`src/rtl/pwdc_pkg.sv`:
```
// Shared constants and bus types for the PWM output and DC protection block
package pwdc_pkg;

  // ---------------------------------------------------------------
  // Bus
  // ---------------------------------------------------------------
  localparam int AW = 10;
  localparam int DW = 32;

  typedef struct packed {
    logic          read;
    logic          write;
    logic [AW-1:0] address;
    logic [3:0]    byteenable;
    logic [DW-1:0] writedata;
  } pwdc_avs_req_s;

  // ---------------------------------------------------------------
  // Register indices, byte address is four times the index
  // ---------------------------------------------------------------
  localparam logic [7:0] REG_OUT_CTRL   = 8'h34;
  localparam logic [7:0] REG_OUT_MODE   = 8'h35;
  localparam logic [7:0] REG_MAP0       = 8'h3e;
  localparam logic [7:0] REG_MAP1       = 8'h3f;
  localparam logic [7:0] REG_MLP        = 8'h43;
  localparam logic [7:0] REG_SOFT_START = 8'h4a;
  localparam logic [7:0] REG_MOD_DUTY   = 8'h51;
  localparam logic [7:0] REG_DC_RESET   = 8'h52;
  localparam logic [7:0] REG_CSUM_FIRST = 8'h53;
  localparam logic [7:0] REG_CSUM_LAST  = 8'h5a;
  localparam logic [7:0] REG_DC_ERR     = 8'h5b;
  localparam logic [7:0] REG_IRQ_STS    = 8'h60;
  localparam logic [7:0] REG_IRQ_MSK    = 8'h61;

  // ---------------------------------------------------------------
  // Fields and encodings
  // ---------------------------------------------------------------
  localparam int SS_EN_BIT    = 7;
  localparam int ERR_CSUM_BIT = 0;
  localparam int ERR_MOD_BIT  = 1;
  localparam int EV_SS_DONE   = 2;

  localparam logic [1:0] MODE_AD_ASYNC = 2'h0;
  localparam logic [1:0] MODE_AD_SYNC  = 2'h1;
  localparam logic [1:0] MODE_BIASED   = 2'h2;

  // ---------------------------------------------------------------
  // Reset values
  // ---------------------------------------------------------------
  localparam logic       RST_OFF      = 1'b1;
  localparam logic [1:0] RST_MODE     = 2'h0;
  localparam logic [7:0] RST_MAP0     = 8'h00;
  localparam logic [7:0] RST_MAP1     = 8'h01;
  localparam logic [6:0] RST_MLP      = 7'h08;
  localparam logic [7:0] RST_SS       = 8'h00;
  localparam logic [6:0] RST_MOD_DUTY = 7'h00;

  // ---------------------------------------------------------------
  // Timing
  // ---------------------------------------------------------------
  localparam int         CLK_HZ        = 250000000;
  localparam int         PWM_STEPS     = 128;
  localparam logic [7:0] HALF_DUTY     = 8'h40;
  localparam logic [7:0] SS_FIRST_DUTY = 8'h01;
  localparam int         DC_CUT_HZ     = 1;
  // Leaky integrator shift: corner = period rate / (2 pi 2^shift), below DC_CUT_HZ
  localparam int         DC_CUT_SHIFT  = $clog2(CLK_HZ / (PWM_STEPS * 6 * DC_CUT_HZ));
  localparam int         MOD_HOLD_DEF  = 1024;

endpackage : pwdc_pkg

```
`src/rtl/pwdc_out_prot.sv`:
```
// PWM output mapper, switching modes, soft start and DC protection
//
// Notes on behaviour
// - Each output pair takes any internal channel chosen by its map register.
// - Two-level mode serves half-bridge and full-bridge stages alike.
// - Asynchronous two-level pairs drive A and B as exact complements.
// - Synchronous two-level pairs drive A and B identically.
// - Biased bridge mode is for bridge-tied loads only.
// - Biased bridge mode never emits pulses shorter than the minimum length.
// - Soft start ramps duty from 1 of 128 high up to half.
// - Step repeat count sets PWM periods per soft start step.
// - Checksum mismatch sets the checksum error flag.
// - Modulation index held beyond limit too long sets its error flag.
// - Modulation duty register sets the index monitoring threshold.
// - Protection checks only flag errors, never alter the bridge outputs.
// - Writing one to the DC soft reset bit reinitialises everything.
// - Fixed DC cut filter removes content below about 0.6 hertz, its corner lying under one hertz.
//
// The placing of the registers and register access over Avalon-MM were chosen for this implementation.
`timescale 1ns/10ps
module pwdc_out_prot #(
  parameter int NCH              = 2,
  parameter int MOD_HOLD_PERIODS = pwdc_pkg::MOD_HOLD_DEF,
  parameter int DC_SHIFT         = pwdc_pkg::DC_CUT_SHIFT
) (
  input  wire logic                    clk_in,
  input  wire logic                    rst_in,
  input  wire pwdc_pkg::pwdc_avs_req_s avs_req_in,
  output logic [31:0]                  avs_readdata_out,
  output logic                         avs_waitrequest_out,
  input  wire logic [NCH-1:0][7:0]     pwm_duty_in,
  input  wire logic [63:0]             coef_sum_in,
  input  wire logic                    coef_sum_valid_in,
  output logic [1:0]                   bridge_output_a_out,
  output logic [1:0]                   bridge_output_b_out,
  output logic                         dc_soft_reset_out,
  output logic                         irq_out
);

  localparam int ACC_W = 10 + DC_SHIFT;

  // ---------------------------------------------------------------
  // State
  // ---------------------------------------------------------------
  typedef struct packed {
    logic                        bus_wait;
    logic [31:0]                 rdata;
    logic                        soft_rst;
    logic [6:0]                  cnt;
    logic                        pwm_switch_off_bit;
    logic [1:0]                  mode;
    logic [1:0][7:0]             map;
    logic [6:0]                  minimum_linear_pulse_length;
    logic                        soft_start_enable_bit;
    logic [6:0]                  step_repeat_count;
    logic [6:0]                  mod_duty;
    logic [7:0][7:0]             csum_ref;
    logic [1:0]                  err;
    logic [2:0]                  sts;
    logic [2:0]                  msk;
    logic                        ss_act;
    logic [7:0]                  ss_duty;
    logic [6:0]                  ss_rep;
    logic [NCH-1:0][ACC_W-1:0]   acc;
    logic [NCH-1:0][7:0]         y;
    logic [15:0]                 mi_cnt;
    logic [1:0]                  a;
    logic [1:0]                  b;
    logic                        irq;
  } pwdc_state_s;

  pwdc_state_s st_q;
  pwdc_state_s st_d;

  // ---------------------------------------------------------------
  // Helpers
  // ---------------------------------------------------------------
  function automatic pwdc_state_s rst_state();
    pwdc_state_s s;
    s                             = '0;
    s.bus_wait                    = 1'b1;
    s.pwm_switch_off_bit          = pwdc_pkg::RST_OFF;
    s.mode                        = pwdc_pkg::RST_MODE;
    s.map[0]                      = pwdc_pkg::RST_MAP0;
    s.map[1]                      = pwdc_pkg::RST_MAP1;
    s.minimum_linear_pulse_length = pwdc_pkg::RST_MLP;
    s.soft_start_enable_bit       = pwdc_pkg::RST_SS[pwdc_pkg::SS_EN_BIT];
    s.step_repeat_count           = pwdc_pkg::RST_SS[6:0];
    s.mod_duty                    = pwdc_pkg::RST_MOD_DUTY;
    for (int c = 0; c < NCH; c++)
    begin
      s.y[c] = pwdc_pkg::HALF_DUTY;
    end
    return s;
  endfunction : rst_state

  function automatic logic [7:0] abs_dev(input logic [7:0] d);
    return (d >= pwdc_pkg::HALF_DUTY) ? d - pwdc_pkg::HALF_DUTY : pwdc_pkg::HALF_DUTY - d;
  endfunction : abs_dev

  function automatic logic [7:0] to_duty(input logic signed [ACC_W-1:0] v);
    if (v > $signed(ACC_W'(64)))
      return 8'h80;
    else if (v < -$signed(ACC_W'(64)))
      return 8'h00;
    else
      return 8'(v + $signed(ACC_W'(64)));
  endfunction : to_duty

  // ---------------------------------------------------------------
  // Output pair formers
  // ---------------------------------------------------------------
  logic [1:0][7:0] pair_duty;
  logic [1:0]      pair_a;
  logic [1:0]      pair_b;

  always_comb
  begin
    for (int p = 0; p < 2; p++)
    begin
      if (st_q.ss_act)
        pair_duty[p] = st_q.ss_duty;
      else if (int'(st_q.map[p]) < NCH)
        pair_duty[p] = st_q.y[st_q.map[p]];
      else
        pair_duty[p] = pwdc_pkg::HALF_DUTY;
    end
  end

  for (genvar p = 0; p < 2; p++)
  begin : g_pair
    pwdc_pair_gen u_pair (
      .cnt_in  (st_q.cnt),
      .duty_in (pair_duty[p]),
      .mode_in (st_q.mode),
      .mlp_in  (st_q.minimum_linear_pulse_length),
      .a_out   (pair_a[p]),
      .b_out   (pair_b[p])
    );
  end

  // ---------------------------------------------------------------
  // Next state
  // ---------------------------------------------------------------
  logic [7:0]                idx;
  logic [7:0]                rd_byte;
  logic                      wrap;
  logic                      mi_hit;
  logic                      acc_go;
  logic [7:0]                wdat;
  logic signed [ACC_W-1:0]   xv;
  logic signed [ACC_W-1:0]   yv;

  always_comb
  begin
    st_d   = st_q;
    idx    = avs_req_in.address[pwdc_pkg::AW-1:2];
    wdat   = avs_req_in.writedata[7:0];
    wrap   = st_q.cnt == 7'h7f;
    mi_hit = 1'b0;
    acc_go = avs_req_in.write && avs_req_in.byteenable[0] && !st_q.bus_wait;
    xv     = '0;
    yv     = '0;

    // Register read mux
    case (idx)
      pwdc_pkg::REG_OUT_CTRL:   rd_byte = {7'h00, st_q.pwm_switch_off_bit};
      pwdc_pkg::REG_OUT_MODE:   rd_byte = {6'h00, st_q.mode};
      pwdc_pkg::REG_MAP0:       rd_byte = st_q.map[0];
      pwdc_pkg::REG_MAP1:       rd_byte = st_q.map[1];
      pwdc_pkg::REG_MLP:        rd_byte = {1'b0, st_q.minimum_linear_pulse_length};
      pwdc_pkg::REG_SOFT_START: rd_byte = {st_q.soft_start_enable_bit, st_q.step_repeat_count};
      pwdc_pkg::REG_MOD_DUTY:   rd_byte = {1'b0, st_q.mod_duty};
      pwdc_pkg::REG_DC_ERR:     rd_byte = {6'h00, st_q.err};
      pwdc_pkg::REG_IRQ_STS:    rd_byte = {5'h00, st_q.sts};
      pwdc_pkg::REG_IRQ_MSK:    rd_byte = {5'h00, st_q.msk};
      default:
      begin
        if (idx >= pwdc_pkg::REG_CSUM_FIRST && idx <= pwdc_pkg::REG_CSUM_LAST)
          rd_byte = st_q.csum_ref[3'(idx - pwdc_pkg::REG_CSUM_FIRST)];
        else
          rd_byte = 8'h00;
      end
    endcase

    // Bus handshake: one wait cycle, answer on the next
    st_d.bus_wait = 1'b1;
    if ((avs_req_in.read || avs_req_in.write) && st_q.bus_wait)
    begin
      st_d.bus_wait = 1'b0;
      st_d.rdata    = {24'h000000, rd_byte};
    end

    // Status read clears only the bits it returned, so later events survive
    if (avs_req_in.read && !st_q.bus_wait && idx == pwdc_pkg::REG_IRQ_STS)
    begin
      st_d.sts = st_q.sts & ~st_q.rdata[2:0];
    end

    if (acc_go)
    begin
      case (idx)
        pwdc_pkg::REG_OUT_CTRL: st_d.pwm_switch_off_bit = wdat[0];
        pwdc_pkg::REG_OUT_MODE: st_d.mode = wdat[1:0];
        pwdc_pkg::REG_MAP0:     st_d.map[0] = wdat;
        pwdc_pkg::REG_MAP1:     st_d.map[1] = wdat;
        pwdc_pkg::REG_MLP:      st_d.minimum_linear_pulse_length = wdat[6:0];
        pwdc_pkg::REG_SOFT_START:
        begin
          st_d.soft_start_enable_bit = wdat[pwdc_pkg::SS_EN_BIT];
          st_d.step_repeat_count     = wdat[6:0];
        end
        pwdc_pkg::REG_MOD_DUTY: st_d.mod_duty = wdat[6:0];
        pwdc_pkg::REG_DC_RESET: st_d.soft_rst = wdat[0];
        pwdc_pkg::REG_IRQ_MSK:  st_d.msk = wdat[2:0];
        default:
        begin
          if (idx >= pwdc_pkg::REG_CSUM_FIRST && idx <= pwdc_pkg::REG_CSUM_LAST)
            st_d.csum_ref[3'(idx - pwdc_pkg::REG_CSUM_FIRST)] = wdat;
        end
      endcase
    end

    // PWM period counter
    st_d.cnt = st_q.cnt + 7'h01;

    // Switch-on starts a whole period so the first pulse is never cut short
    if (st_q.pwm_switch_off_bit && !st_d.pwm_switch_off_bit)
    begin
      st_d.cnt = 7'h00;
    end

    // Soft start launch on switch-on with enable set, two-level modes only
    if (st_q.pwm_switch_off_bit && !st_d.pwm_switch_off_bit &&
        st_q.soft_start_enable_bit && st_q.mode != pwdc_pkg::MODE_BIASED)
    begin
      st_d.ss_act  = 1'b1;
      st_d.ss_duty = pwdc_pkg::SS_FIRST_DUTY;
      st_d.ss_rep  = 7'h00;
      st_d.cnt     = 7'h00;
    end
    else if (st_q.ss_act && wrap)
    begin
      if (st_q.ss_rep + 7'h01 >= st_q.step_repeat_count)
      begin
        st_d.ss_rep = 7'h00;
        if (st_q.ss_duty >= pwdc_pkg::HALF_DUTY)
        begin
          st_d.ss_act               = 1'b0;
          st_d.sts[pwdc_pkg::EV_SS_DONE] = 1'b1;
        end
        else
          st_d.ss_duty = st_q.ss_duty + 8'h01;
      end
      else
        st_d.ss_rep = st_q.ss_rep + 7'h01;
    end
    if (st_d.pwm_switch_off_bit)
      st_d.ss_act = 1'b0;

    // Per-period DC cut and index monitor
    if (wrap)
    begin
      for (int c = 0; c < NCH; c++)
      begin
        xv = ACC_W'($signed({1'b0, pwm_duty_in[c]})) - $signed(ACC_W'(64));
        yv = xv - ($signed(st_q.acc[c]) >>> DC_SHIFT);
        st_d.acc[c] = st_q.acc[c] + yv;
        st_d.y[c]   = to_duty(yv);
        if (st_q.mod_duty != 7'h00 && abs_dev(pwm_duty_in[c]) >= {1'b0, st_q.mod_duty})
          mi_hit = 1'b1;
      end
      if (!mi_hit)
        st_d.mi_cnt = 16'h0000;
      else if (st_q.mi_cnt >= 16'(MOD_HOLD_PERIODS - 1))
      begin
        st_d.err[pwdc_pkg::ERR_MOD_BIT] = 1'b1;
        st_d.sts[pwdc_pkg::ERR_MOD_BIT] = 1'b1;
      end
      else
        st_d.mi_cnt = st_q.mi_cnt + 16'h0001;
    end

    // Checksum compare
    if (coef_sum_valid_in && coef_sum_in != st_q.csum_ref)
    begin
      st_d.err[pwdc_pkg::ERR_CSUM_BIT] = 1'b1;
      st_d.sts[pwdc_pkg::ERR_CSUM_BIT] = 1'b1;
    end

    // Pins follow switch-off only; error flags never gate them
    st_d.a = st_q.pwm_switch_off_bit ? 2'b00 : pair_a;
    st_d.b = st_q.pwm_switch_off_bit ? 2'b00 : pair_b;

    // Whole-block reinitialisation one cycle after the write
    if (st_q.soft_rst)
      st_d = rst_state();

    st_d.irq = |(st_d.sts & st_d.msk);
  end

  // ---------------------------------------------------------------
  // Registers
  // ---------------------------------------------------------------
  always_ff @(posedge clk_in or posedge rst_in)
  begin
    if (rst_in)
      st_q <= rst_state();
    else
      st_q <= st_d;
  end

  // ---------------------------------------------------------------
  // Outputs
  // ---------------------------------------------------------------
  assign avs_readdata_out    = st_q.rdata;
  assign avs_waitrequest_out = st_q.bus_wait;
  assign bridge_output_a_out = st_q.a;
  assign bridge_output_b_out = st_q.b;
  assign dc_soft_reset_out   = st_q.soft_rst;
  assign irq_out             = st_q.irq;

endmodule : pwdc_out_prot

```
`src/rtl/pwdc_pair_gen.sv`:
```
// Waveform former for one bridge output pair
`timescale 1ns/10ps
module pwdc_pair_gen (
  input  wire logic [6:0] cnt_in,
  input  wire logic [7:0] duty_in,
  input  wire logic [1:0] mode_in,
  input  wire logic [6:0] mlp_in,
  output logic            a_out,
  output logic            b_out
);

  logic [7:0] pos;
  logic [7:0] neg;
  logic       lvl;

  always_comb
  begin
    pos = (duty_in > pwdc_pkg::HALF_DUTY) ? duty_in - pwdc_pkg::HALF_DUTY : 8'h00;
    neg = (duty_in < pwdc_pkg::HALF_DUTY) ? pwdc_pkg::HALF_DUTY - duty_in : 8'h00;
    lvl = {1'b0, cnt_in} < duty_in;
    case (mode_in)
      pwdc_pkg::MODE_AD_SYNC:
      begin
        a_out = lvl;
        b_out = lvl;
      end
      pwdc_pkg::MODE_BIASED:
      begin
        // Both legs idle at mlp width, signal adds to one leg only
        a_out = {1'b0, cnt_in} < ({1'b0, mlp_in} + pos);
        b_out = {1'b0, cnt_in} < ({1'b0, mlp_in} + neg);
      end
      default:
      begin
        a_out = lvl;
        b_out = ~lvl;
      end
    endcase
  end

endmodule : pwdc_pair_gen

```
`config.mk`:
```
export PLATFORM = sky130hd
export DESIGN_NAME = pwdc_out_prot
export DESIGN_NICKNAME = d
export VERILOG_FILES = /design/src/rtl/pwdc_pkg.sv /design/src/rtl/pwdc_out_prot.sv /design/src/rtl/pwdc_pair_gen.sv
export SDC_FILE = /design/constraint.sdc
export NUM_CORES = 1
export LEC_CHECK = 0
export BUFFER_PORTS_ARGS = -buffer_cell sky130_fd_sc_hd__buf_2
export CAP_MARGIN = 20
export CELL_PAD_IN_SITES_DETAIL_PLACEMENT = 1
export CELL_PAD_IN_SITES_GLOBAL_PLACEMENT = 2
export CORE_MARGIN = 8
export CORE_UTILIZATION = 30
export CTS_BUF_LIST = sky130_fd_sc_hd__clkbuf_4
export DETAILED_ROUTE_END_ITERATION = 12
export PLACE_DENSITY = 0.8
export SYNTH_ARGS = -nofsm -noshare
export SYNTH_HDL_FRONTEND = slang
export SYNTH_HIERARCHICAL = 1
export SYNTH_SLANG_ARGS = --single-unit
```
`constraint.sdc`:
```
create_clock -name clk_in -period 9.2 [get_ports clk_in]
set_clock_uncertainty 0.05 [all_clocks]
set_input_delay 2.76 -clock clk_in [delete_from_list [all_inputs] [get_ports clk_in]]
set_output_delay 2.76 -clock clk_in [all_outputs]
set_load 0.005 [all_outputs]
```
== After elaboration in Yosys (flattened, before gate mapping) ==
Index checks and enable logic that the tools add are counted.
Widths: inputs -> output; s select.

* Bitwise logic cells: 5
* $add $sub $neg: 25
* Magnitude comparators: 29
* Muxes and demuxes: 75
* Equality and inequality tests: 19
* Reductions and logical operators: 49

{| class="wikitable"
|+ Operator list
! cell !! count
|-
| $mux 265 || 1
|-
| $mux 8 || 25
|-
| $mux 64 || 2
|-
| $mux 105 || 1
|-
| $mux 90 || 1
|-
| $pmux 8 s10 || 1
|-
| $bwmux 64 || 1
|-
| $mux 16 || 4
|-
| $ne 64x64->1 || 1
|-
| $add 29x29->29 || 2
|-
| $eq 8x7->1 const B || 7
|-
| $lt 7x8->1 || 6
|-
| $mux 7 || 5
|-
| $mux 33 || 1
|-
| $add 7x8->8 || 4
|-
| $eq 8x6->1 const B || 4
|-
| $ge 8x7->1 const B || 4
|-
| $lt 8x2->1 const B || 4
|-
| $sub 7x8->8 const A || 4
|-
| $sub 8x7->8 const B || 4
|-
| $reduce_bool 2->1 || 13
|-
| $bmux 8 s3 || 1
|-
| $demux 8 s3 || 1
|-
| $gt 11x8->1 const B || 2
|-
| other kinds (40) || 103
|}

* Bits of input ports: 131
* Word-level logic and storage cells: 237
* Bits in registers: 265
* Output and inout port bits: 39

== Depth between registers and ports, before layout ==
Gate-level depths: netlist of run 1.

* Depth after elaboration: 18
* Depth in mapped cells: 23
* Gate-level depth less buffers: 23

== Cells and area by module ==
The synthesis of run 1 kept the hierarchy.

{| class="wikitable"
|+ Modules (own cells, without submodules)
! module !! cells an instance !! times used !! area each (um2) !! sequential area each (um2)
|-
| pwdc_out_prot || 1,918 || 1 || 16,823.6 || 6,038.3
|-
| pwdc_pair_gen || 152 || 2 || 1,152.4 || 0.0
|}

== Least setup slack after synthesis of run 1 ==
OpenSTA, ideal clock, no wires.

* Path kind: input to register
* Start: in pwm_duty_in[0] in the netlist's numbering
* End: reg st_q[64] in the netlist's numbering
* Cell stages on the path: 23
* Path slack: 1.626 ns
* Path buffers: 1
* Required time: 9.029 ns
* Library setup time: 0.121 ns
* Arrival: 7.403 ns
* Path through: inv_1 > ha_1 > inv_1 > fa_1 > a21o_1 > a21oi_2 > o21bai_1 > a2111o_1 > o211ai_2 > a22oi_1 > o221ai_2 > ha_1 > clkbuf_1 > and2_1 > a2111o_1 > a31o_1 > a21o_1 > nand3_1 > nand2_1 > o211ai_1 > o21a_1 > xnor2_1 > a22o_1

* Cells in the longest elaborated chain, start to end: 5

{| class="wikitable"
|+ Ends and longest elaborated chain
! what !! RTL line !! text
|-
| start, declared || pwdc_out_prot.sv:31 || <nowiki>input wire logic [NCH-1:0][7:0] pwm_duty_in,</nowiki>
|-
| $sub 8x7->9 || pwdc_out_prot.sv:266 || <nowiki>xv = ACC_W'($signed({1'b0, pwm_duty_in[c]})) - $signed(ACC_W'(64));</nowiki>
|-
| $sub 9x10->11 || pwdc_out_prot.sv:267 || <nowiki>yv = xv - ($signed(st_q.acc[c]) >>> DC_SHIFT);</nowiki>
|-
| $add 29x29->29 || pwdc_out_prot.sv:268 || <nowiki>st_d.acc[c] = st_q.acc[c] + yv;</nowiki>
|-
| $mux 90 || pwdc_out_prot.sv:262 || <nowiki>if (wrap)</nowiki>
|-
| $mux 265 || pwdc_out_prot.sv:296 || <nowiki>if (st_q.soft_rst)</nowiki>
|-
| end signal, assigned || pwdc_out_prot.sv:308 || <nowiki>st_q <= rst_state();</nowiki>
|-
| end signal, assigned || pwdc_out_prot.sv:310 || <nowiki>st_q <= st_d;</nowiki>
|-
| end, declared || pwdc_out_prot.sv:72 || <nowiki>pwdc_state_s st_q;</nowiki>
|}

Every way passes these cells. The select of a mux whose other input is x is not followed.
A chain may end at the register's enable or synchronous reset.

== Final worst setup path of run 1 ==
Ends and elaborated chain as after synthesis.

==> impl_metrics.tcl, run 1 <==
set metrics [dict create \
    min_path_type "reg -> reg" \
    fin_tns_setup_ns 0 \
    synth_common_cells "243 x nand2_1, 235 x dfrtp_1, 187 x ha_1" \
    viasPerCell 5.39 \
    slew_headroom_pct 19.2 \
    grt_max_degree 178 \
    avgSynthCellArea_sq_um 8.61 \
    htreeDepth 3 \
    critPathBufInv 4 \
    globalplace.congestion 0.855 \
    setup_viol 0 \
    dp_cells 3114 \
    synth_top_cell_area_share_pct 30.7 \
    tritoncts "done" \
    gr-total-overflow 0 \
    required_ns 9.82 \
    fp.dieW_microns 269 \
    syn_area_sq_um 19100 \
    cts_hold_buf 0 \
    vias 17532 \
    path_clk_slew_ns 0.06 \
    dp_hpwl_mm 48.3 \
    worstPathArrival_ns 7.89 \
    grt_first_pass_wirelength_mm 103 \
    worstPathCellList "buf_2 > inv_1 > ha_1 > inv_1 > fa_1 > a21o_1 > a21oi_2 > o21bai_1 > a2111o_1 > o211ai_2 > a31oi_1 > o221ai_2 > buf_4 > ha_1 > nand3_1 > nor4b_1 > o2111ai_1 > nand2_1 > o211ai_1 > o21a_1 > xnor2_1 > a22o_1" \
    ant_nets 0 \
    max_freq_mhz 138 \
    max_stage_delay_ns 0.76 \
    num_io_pins 170 \
    first_global_vias 18383 \
    crit_type "in -> reg" \
    hold_violations 0 \
    clkPwrFrac_pct 25.3 \
    portBuffers 116 \
    cts-buffers-inserted 74 \
    swShare_pct 41.5 \
    p_sw_mw 1.82 \
    cts_resized 0 \
    syn2layout_area_growth_pct 12.2 \
    tightest_slew_ns 1.18 \
    antenna_found_initial 1 \
    cts_root_buf "clkbuf_4" \
    drv_slew 0 \
    ys_types 94 \
    max_cap_violations 0 \
    status "complete, no violations" \
    p_int_mw 2.57 \
    async_reset_ff_share_pct 100 \
    reg2reg_slack_ns 3.49 \
    vdd_drop_max_uv 128 \
    power.density_nw_per_um2 204 \
    synth_area_leaders "dfrtp_1 31%, ha_1 12%, nand2_1 4.8%, xnor2_1 4.5%, a21oi_1 4.5%" \
    num_rows 92 \
    drc 0 \
    p_leak_nw 9.81 \
    crit_family "compound AO/OA/AOI/OAI gates" \
    post_cts_buffers 0 \
    yosysMostFrequentCell "nand2_1" \
    synthCells 2222 \
    track_usage_pct 17.9 \
    floorplan.initialDensity_pct 30.3 \
    p_seq_share_pct 28.9 \
    ys_ff_latch 241 \
    combPwrFrac_pct 45.8 \
    yosysSeqAreaShare_pct 31.6 \
    drive_gt1_share_pct 13.3 \
    nNetsFinal 2671 \
    drt_iter0_markers 1147 \
    synth_flop_cell "dfrtp_1" \
    timing.final.crit_period_ns 7.27 \
    period_share_pct 79.0 \
    clock_sinks 241 \
    dieHeight_microns 269 \
    fin_cells 3250 \
    cp_max_fo 16 \
    end_kind "register" \
    wl_per_cell_microns 20.1 \
    core_sq_um 63100 \
    rsz0062_at_grt "false" \
    cts.path.max_buffers 3 \
    synth-edff-count 0 \
    synth.largest_area_cell "dfrtp_1" \
    slowest_stage "nor4b_1" \
    clock_latency_ns 0.83 \
    die_area_sq_um 72100 \
    critPathLaunchType "primary input" \
    wirelength_mm 65.3 \
    nFillCells 7610 \
    yosysWarnings 6 \
    drtPass1Iterations 5 \
]
[worst reg2reg max path: cells and delay by family, from the launching register on]
family                     cells  cell delay (ns)
adders and majority gates      3             0.85
and+or+nand+nor                7             1.83
AOI/OAI and AO/OA              9             2.12
buffers and inverters          1             0.22
xor gates and xnor gates       1             0.17
DFF                            1             0.40
[per-stage QoR]
stage | power [mW] | setup slack (ns) | hold slack, ns | area (sq um) | util [%]
after floorplan | 2.79 | 1.63 | 0.404 | 19200 | -
after global placement | 3.19 | 1.42 | 0.419 | 20500 | 32.5
after detailed placement | 3.29 | 1.22 | 0.426 | 20500 | 32.5
after CTS | 4.44 | 2.09 | 0.445 | 21500 | 34.0
after global routing | 4.74 | 1.66 | 0.470 | 21500 | 34.0
final | 4.39 | 1.93 | 0.443 | 21500 | 34.0
[cells by family (layout without fill, tap and decap cells)]
kind of cell,count (synthesis),after routing,share of synthesized area [%]
xor+xnor,169,169,7.74
other cells,1,25,0.0196
compound gates,597,597,20.3
mux,47,47,3.26
buf+inv,242,400,5.50
simple gates,730,730,18.5
flops,241,241,31.6
fa+ha+maj,195,195,13.1
[layer usage]
metal | global-route usage [%] | wire length, microns | up-vias | share of wire (%)
li1 | - | - | 8257 | -
met5 | 0 | 0 | - | 0
met3 | 3.31 | 3270 | 110 | 5.0
met2 | 29.1 | 30200 | 378 | 46
met1 | 23.9 | 30000 | 8787 | 46
met4 | 6.05 | 1810 | 0 | 2.8
[area by class of cell]
cell class,instances,area [sq um],area share (%)
Inverter,121,458,2.13
Multi-Input combinational cell,1762,12100,56.6
Tap cell,846,1060,4.93
Clock buffer,110,826,3.85
Timing Repair Buffer,145,815,3.79
Antenna cell,1,2.50,0.0117
Sequential cell,241,6040,28.1
Clock inverter,24,126,0.589
[state kept, by name, summed over array words and instances, names as in the netlist]
register,flops
avs_readdata_out,8
irq_out,1
bridge_output_a_out,2
bridge_output_b_out,2
avs_waitrequest_out,1
dc_soft_reset_out,1
st_q,226
[power groups by stage]
stage	sequential [mW]	combinational [mW]	clock, mW
after global placement	1.28	1.91	0
after global routing	1.28	2.26	1.20
after floorplan	1.23	1.56	0
final	1.27	2.01	1.11
after CTS	1.27	2.02	1.15
after detailed placement	1.29	2.00	0
[placed cells by master, fill, tap and decap left out, types with 18 or more instances in the layout]
master      n
nor2_1    115
buf_2     116
ha_1      187
clkbuf_4  110
xor2_1     70
inv_1     118
nor3_1     42
nand2b_1   24
dfrtp_1   234
nor2b_1    23
xnor2_1    99
nand2_1   243
o21ai_0   144
a21o_1     59
mux2i_1    33
buf_4      27
nand4_1    19
a211oi_1   19
o21bai_1   18
nor4_1     20
a31oi_1    21
conb_1     24
nand3_1   139
a21oi_1   173
[worst paths after layout]
kind	endpoint	cells past startpoint	from
setup / recovery	st_q[64]	22	pwm_duty_in[0]
hold / removal	st_q[20]	1	st_q[20]
setup reg to reg	bridge_output_a_out[1]	21	st_q[220]
hold reg to reg	st_q[20]	1	st_q[20]
max in group asynchronous	dc_soft_reset_out	3	rst_in
min in group asynchronous	st_q[47]	2	rst_in
Power figures use the tool's default switching activity.
==> run 2, diff against run 1 <==
clock period = 5.85 ns   (was 9.2 ns; I/O delays follow)
==> impl_metrics.tcl, run 2 (synthesis results as in run 1) <==
set metrics [dict create \
    cts_root_buf "clkbuf_4" \
    mostFrequentLayoutCell "nand2_1" \
    timing.final.crit_period_ns 5.64 \
    reg2reg_depth 22 \
    ant_nets 0 \
    wl_met3_mm 3.35 \
    slew_headroom_pct 34.4 \
    first_global_vias 19297 \
    drive_gt1_share_pct 18.8 \
    cts_resized 0 \
    gr-total-overflow 0 \
    min_from "st_q[16]" \
    core_sq_um 63100 \
    tightest_slew_ns 0.983 \
    wl_met2_mm 31.8 \
    status "complete, no violations" \
    max_freq_mhz 177 \
    portBuffers 116 \
    wirelength_mm 67.1 \
    track_usage_pct 18.6 \
    dieHeight_microns 269 \
    hold_violations 0 \
    critPathLaunchType "primary input" \
    whs_path_depth 1 \
    max_cap_violations 0 \
    num_rows 92 \
    tritoncts "done" \
    wl_met1_mm 30.0 \
    cp-startpoint "pwm_duty_in[0]" \
    path_clk_slew_ns 0.06 \
    min_path_type "reg -> reg" \
    die_area_sq_um 72100 \
    total_power_mw 7.49 \
    cp_max_fo 9 \
    floorplan.initialDensity_pct 30.3 \
    max_flop_register "st_q" \
    cts-buffers-inserted 74 \
    vdd_drop_max_uv 169 \
    p_leak_nw 10.5 \
    drtPass1Iterations 5 \
    dr.max_layer_used "met4" \
    antenna_found_initial 2 \
    power.density_nw_per_um2 331 \
    setup_viol 0 \
    crit_family "compound AO/OA/AOI/OAI gates" \
    grt_first_pass_wirelength_mm 107 \
    clock_sinks 241 \
    nNetsFinal 2810 \
    holdPathEnd "st_q[16]" \
    worstReg2RegEnd "bridge_output_a_out[1]" \
    worstReg2RegStart "st_q[216]" \
    slowest_stage "a2111o_1" \
    end_kind "register" \
    cts_hold_buf 0 \
    drt_iter0_markers 1271 \
    cts.path.max_buffers 3 \
    max_stage_delay_ns 0.44 \
    drc 0 \
    p_sw_mw 2.98 \
    rsz0062_at_grt "false" \
    viasPerCell 5.31 \
    clock_latency_ns 0.83 \
    crit_type "in -> reg" \
    combPwrFrac_pct 49.3 \
    htreeDepth 3 \
    required_ns 6.48 \
    p_seq_share_pct 26.7 \
    vias 18016 \
    num_io_pins 170 \
    wl_per_cell_microns 19.8 \
    dp_hpwl_mm 50.6 \
    swShare_pct 39.7 \
    fin_tns_setup_ns 0 \
    clkPwrFrac_pct 24.1 \
    globalplace.congestion 0.863 \
    p_int_mw 4.52 \
    critPathBufInv 5 \
    drv_slew 0 \
    worstPathCellList "buf_2 > inv_12 > ha_4 > inv_2 > fa_2 > a21o_1 > a21oi_2 > o21bai_1 > a2111o_1 > o211ai_2 > a31oi_2 > o221ai_4 > buf_12 > ha_1 > a2111o_1 > o22ai_1 > o21ai_0 > buf_4 > a31oi_1 > o21bai_1 > a21oi_1 > xor2_1 > o21ai_0" \
    nFillCells 7633 \
    fp.dieW_microns 269 \
    largest_register_ffs 226 \
    grt_max_degree 83 \
    reg2reg_slack_ns 0.62 \
    period_share_pct 96.4 \
    layout_common_cells "243 x nand2_1, 234 x dfrtp_1, 186 x ha_1, 173 x a21oi_1, 167 x buf_4" \
    worstPathArrival_ns 6.27 \
    syn2layout_area_growth_pct 18.2 \
]
## run 2: cell types whose count changed in the layout (fill, tap and decap cells not counted), moves of 3 or more
cell,change
buf_4,+140
clkbuf_4,+10
clkinv_1,-11
inv_1,-3
## run 2: how the worst max path moves through the flow
stage | endpoint | slack (ns) | cells after the start
3_5_place_dp | st_q[59] | -0.71 | 22
5_1_grt | st_q[59] | 0.01 | 23
6_report | st_q[59] | 0.21 | 23
3_3_place_gp | st_q[65] | -0.51 | 22
2_1_floorplan | st_q[64] | -0.26 | 23
4_1_cts | st_q[59] | 0.17 | 22
## run 2: power groups by stage
stage	registers, mW	logic [mW]	clock network, mW
floorplan	1.94	2.47	0
global placement	2.02	3.51	0
detailed placement	2.03	3.68	0
CTS	2.00	3.71	1.89
global route	2.02	4.15	1.97
finish	2.00	3.69	1.80
## run 2: per-layer routing
| layer | up-vias | track usage [%] |
|---|---|---|
| li1 | 8525 | - |
| met1 | 8985 | 24.2 |
| met2 | 385 | 31.1 |
| met3 | 121 | 3.41 |
| met4 | 0 | 5.89 |
| met5 | - | 0 |
## run 2: layout make-up
type | instances | area, sq um | area share, %
well taps | 846 | 1060 | 4.68
clock buffers | 120 | 901 | 3.98
clock inverters | 15 | 104 | 0.459
multi-input cells | 1762 | 12200 | 53.8
diodes | 3 | 7.51 | 0.0332
repair buffers | 284 | 1850 | 8.20
inverters | 121 | 470 | 2.08
flip-flops and latches | 241 | 6040 | 26.7
## run 2: timing repair
action / in CTS / in global routing
endpoints found under the hold margin: 0 / 0
buffers inserted: 0 / 1
endpoints found under the setup margin: 0 / 2
## run 2: worst register-to-register path: cells and delay by family (launching register included)
kind,cells,cell delay [ns]
simple gates,7,1.24
fa+ha+maj,3,0.84
buf+inv,2,0.38
compound gates,9,2.06
xor+xnor,1,0.17
flops,1,0.40
## run 2: stage by stage
stage	hold slack [ns]	worst slack, ns	instances	cell area [sq um]	utilization (%)
global route	0.475	0.0122	3392	22600	35.9
global placement	0.420	-0.514	3253	21600	34.2
floorplan	0.404	-0.257	2245	19300	-
CTS	0.444	0.170	3388	22600	35.8
finish	0.440	0.210	3392	22600	35.9
detailed placement	0.422	-0.712	3253	21600	34.2
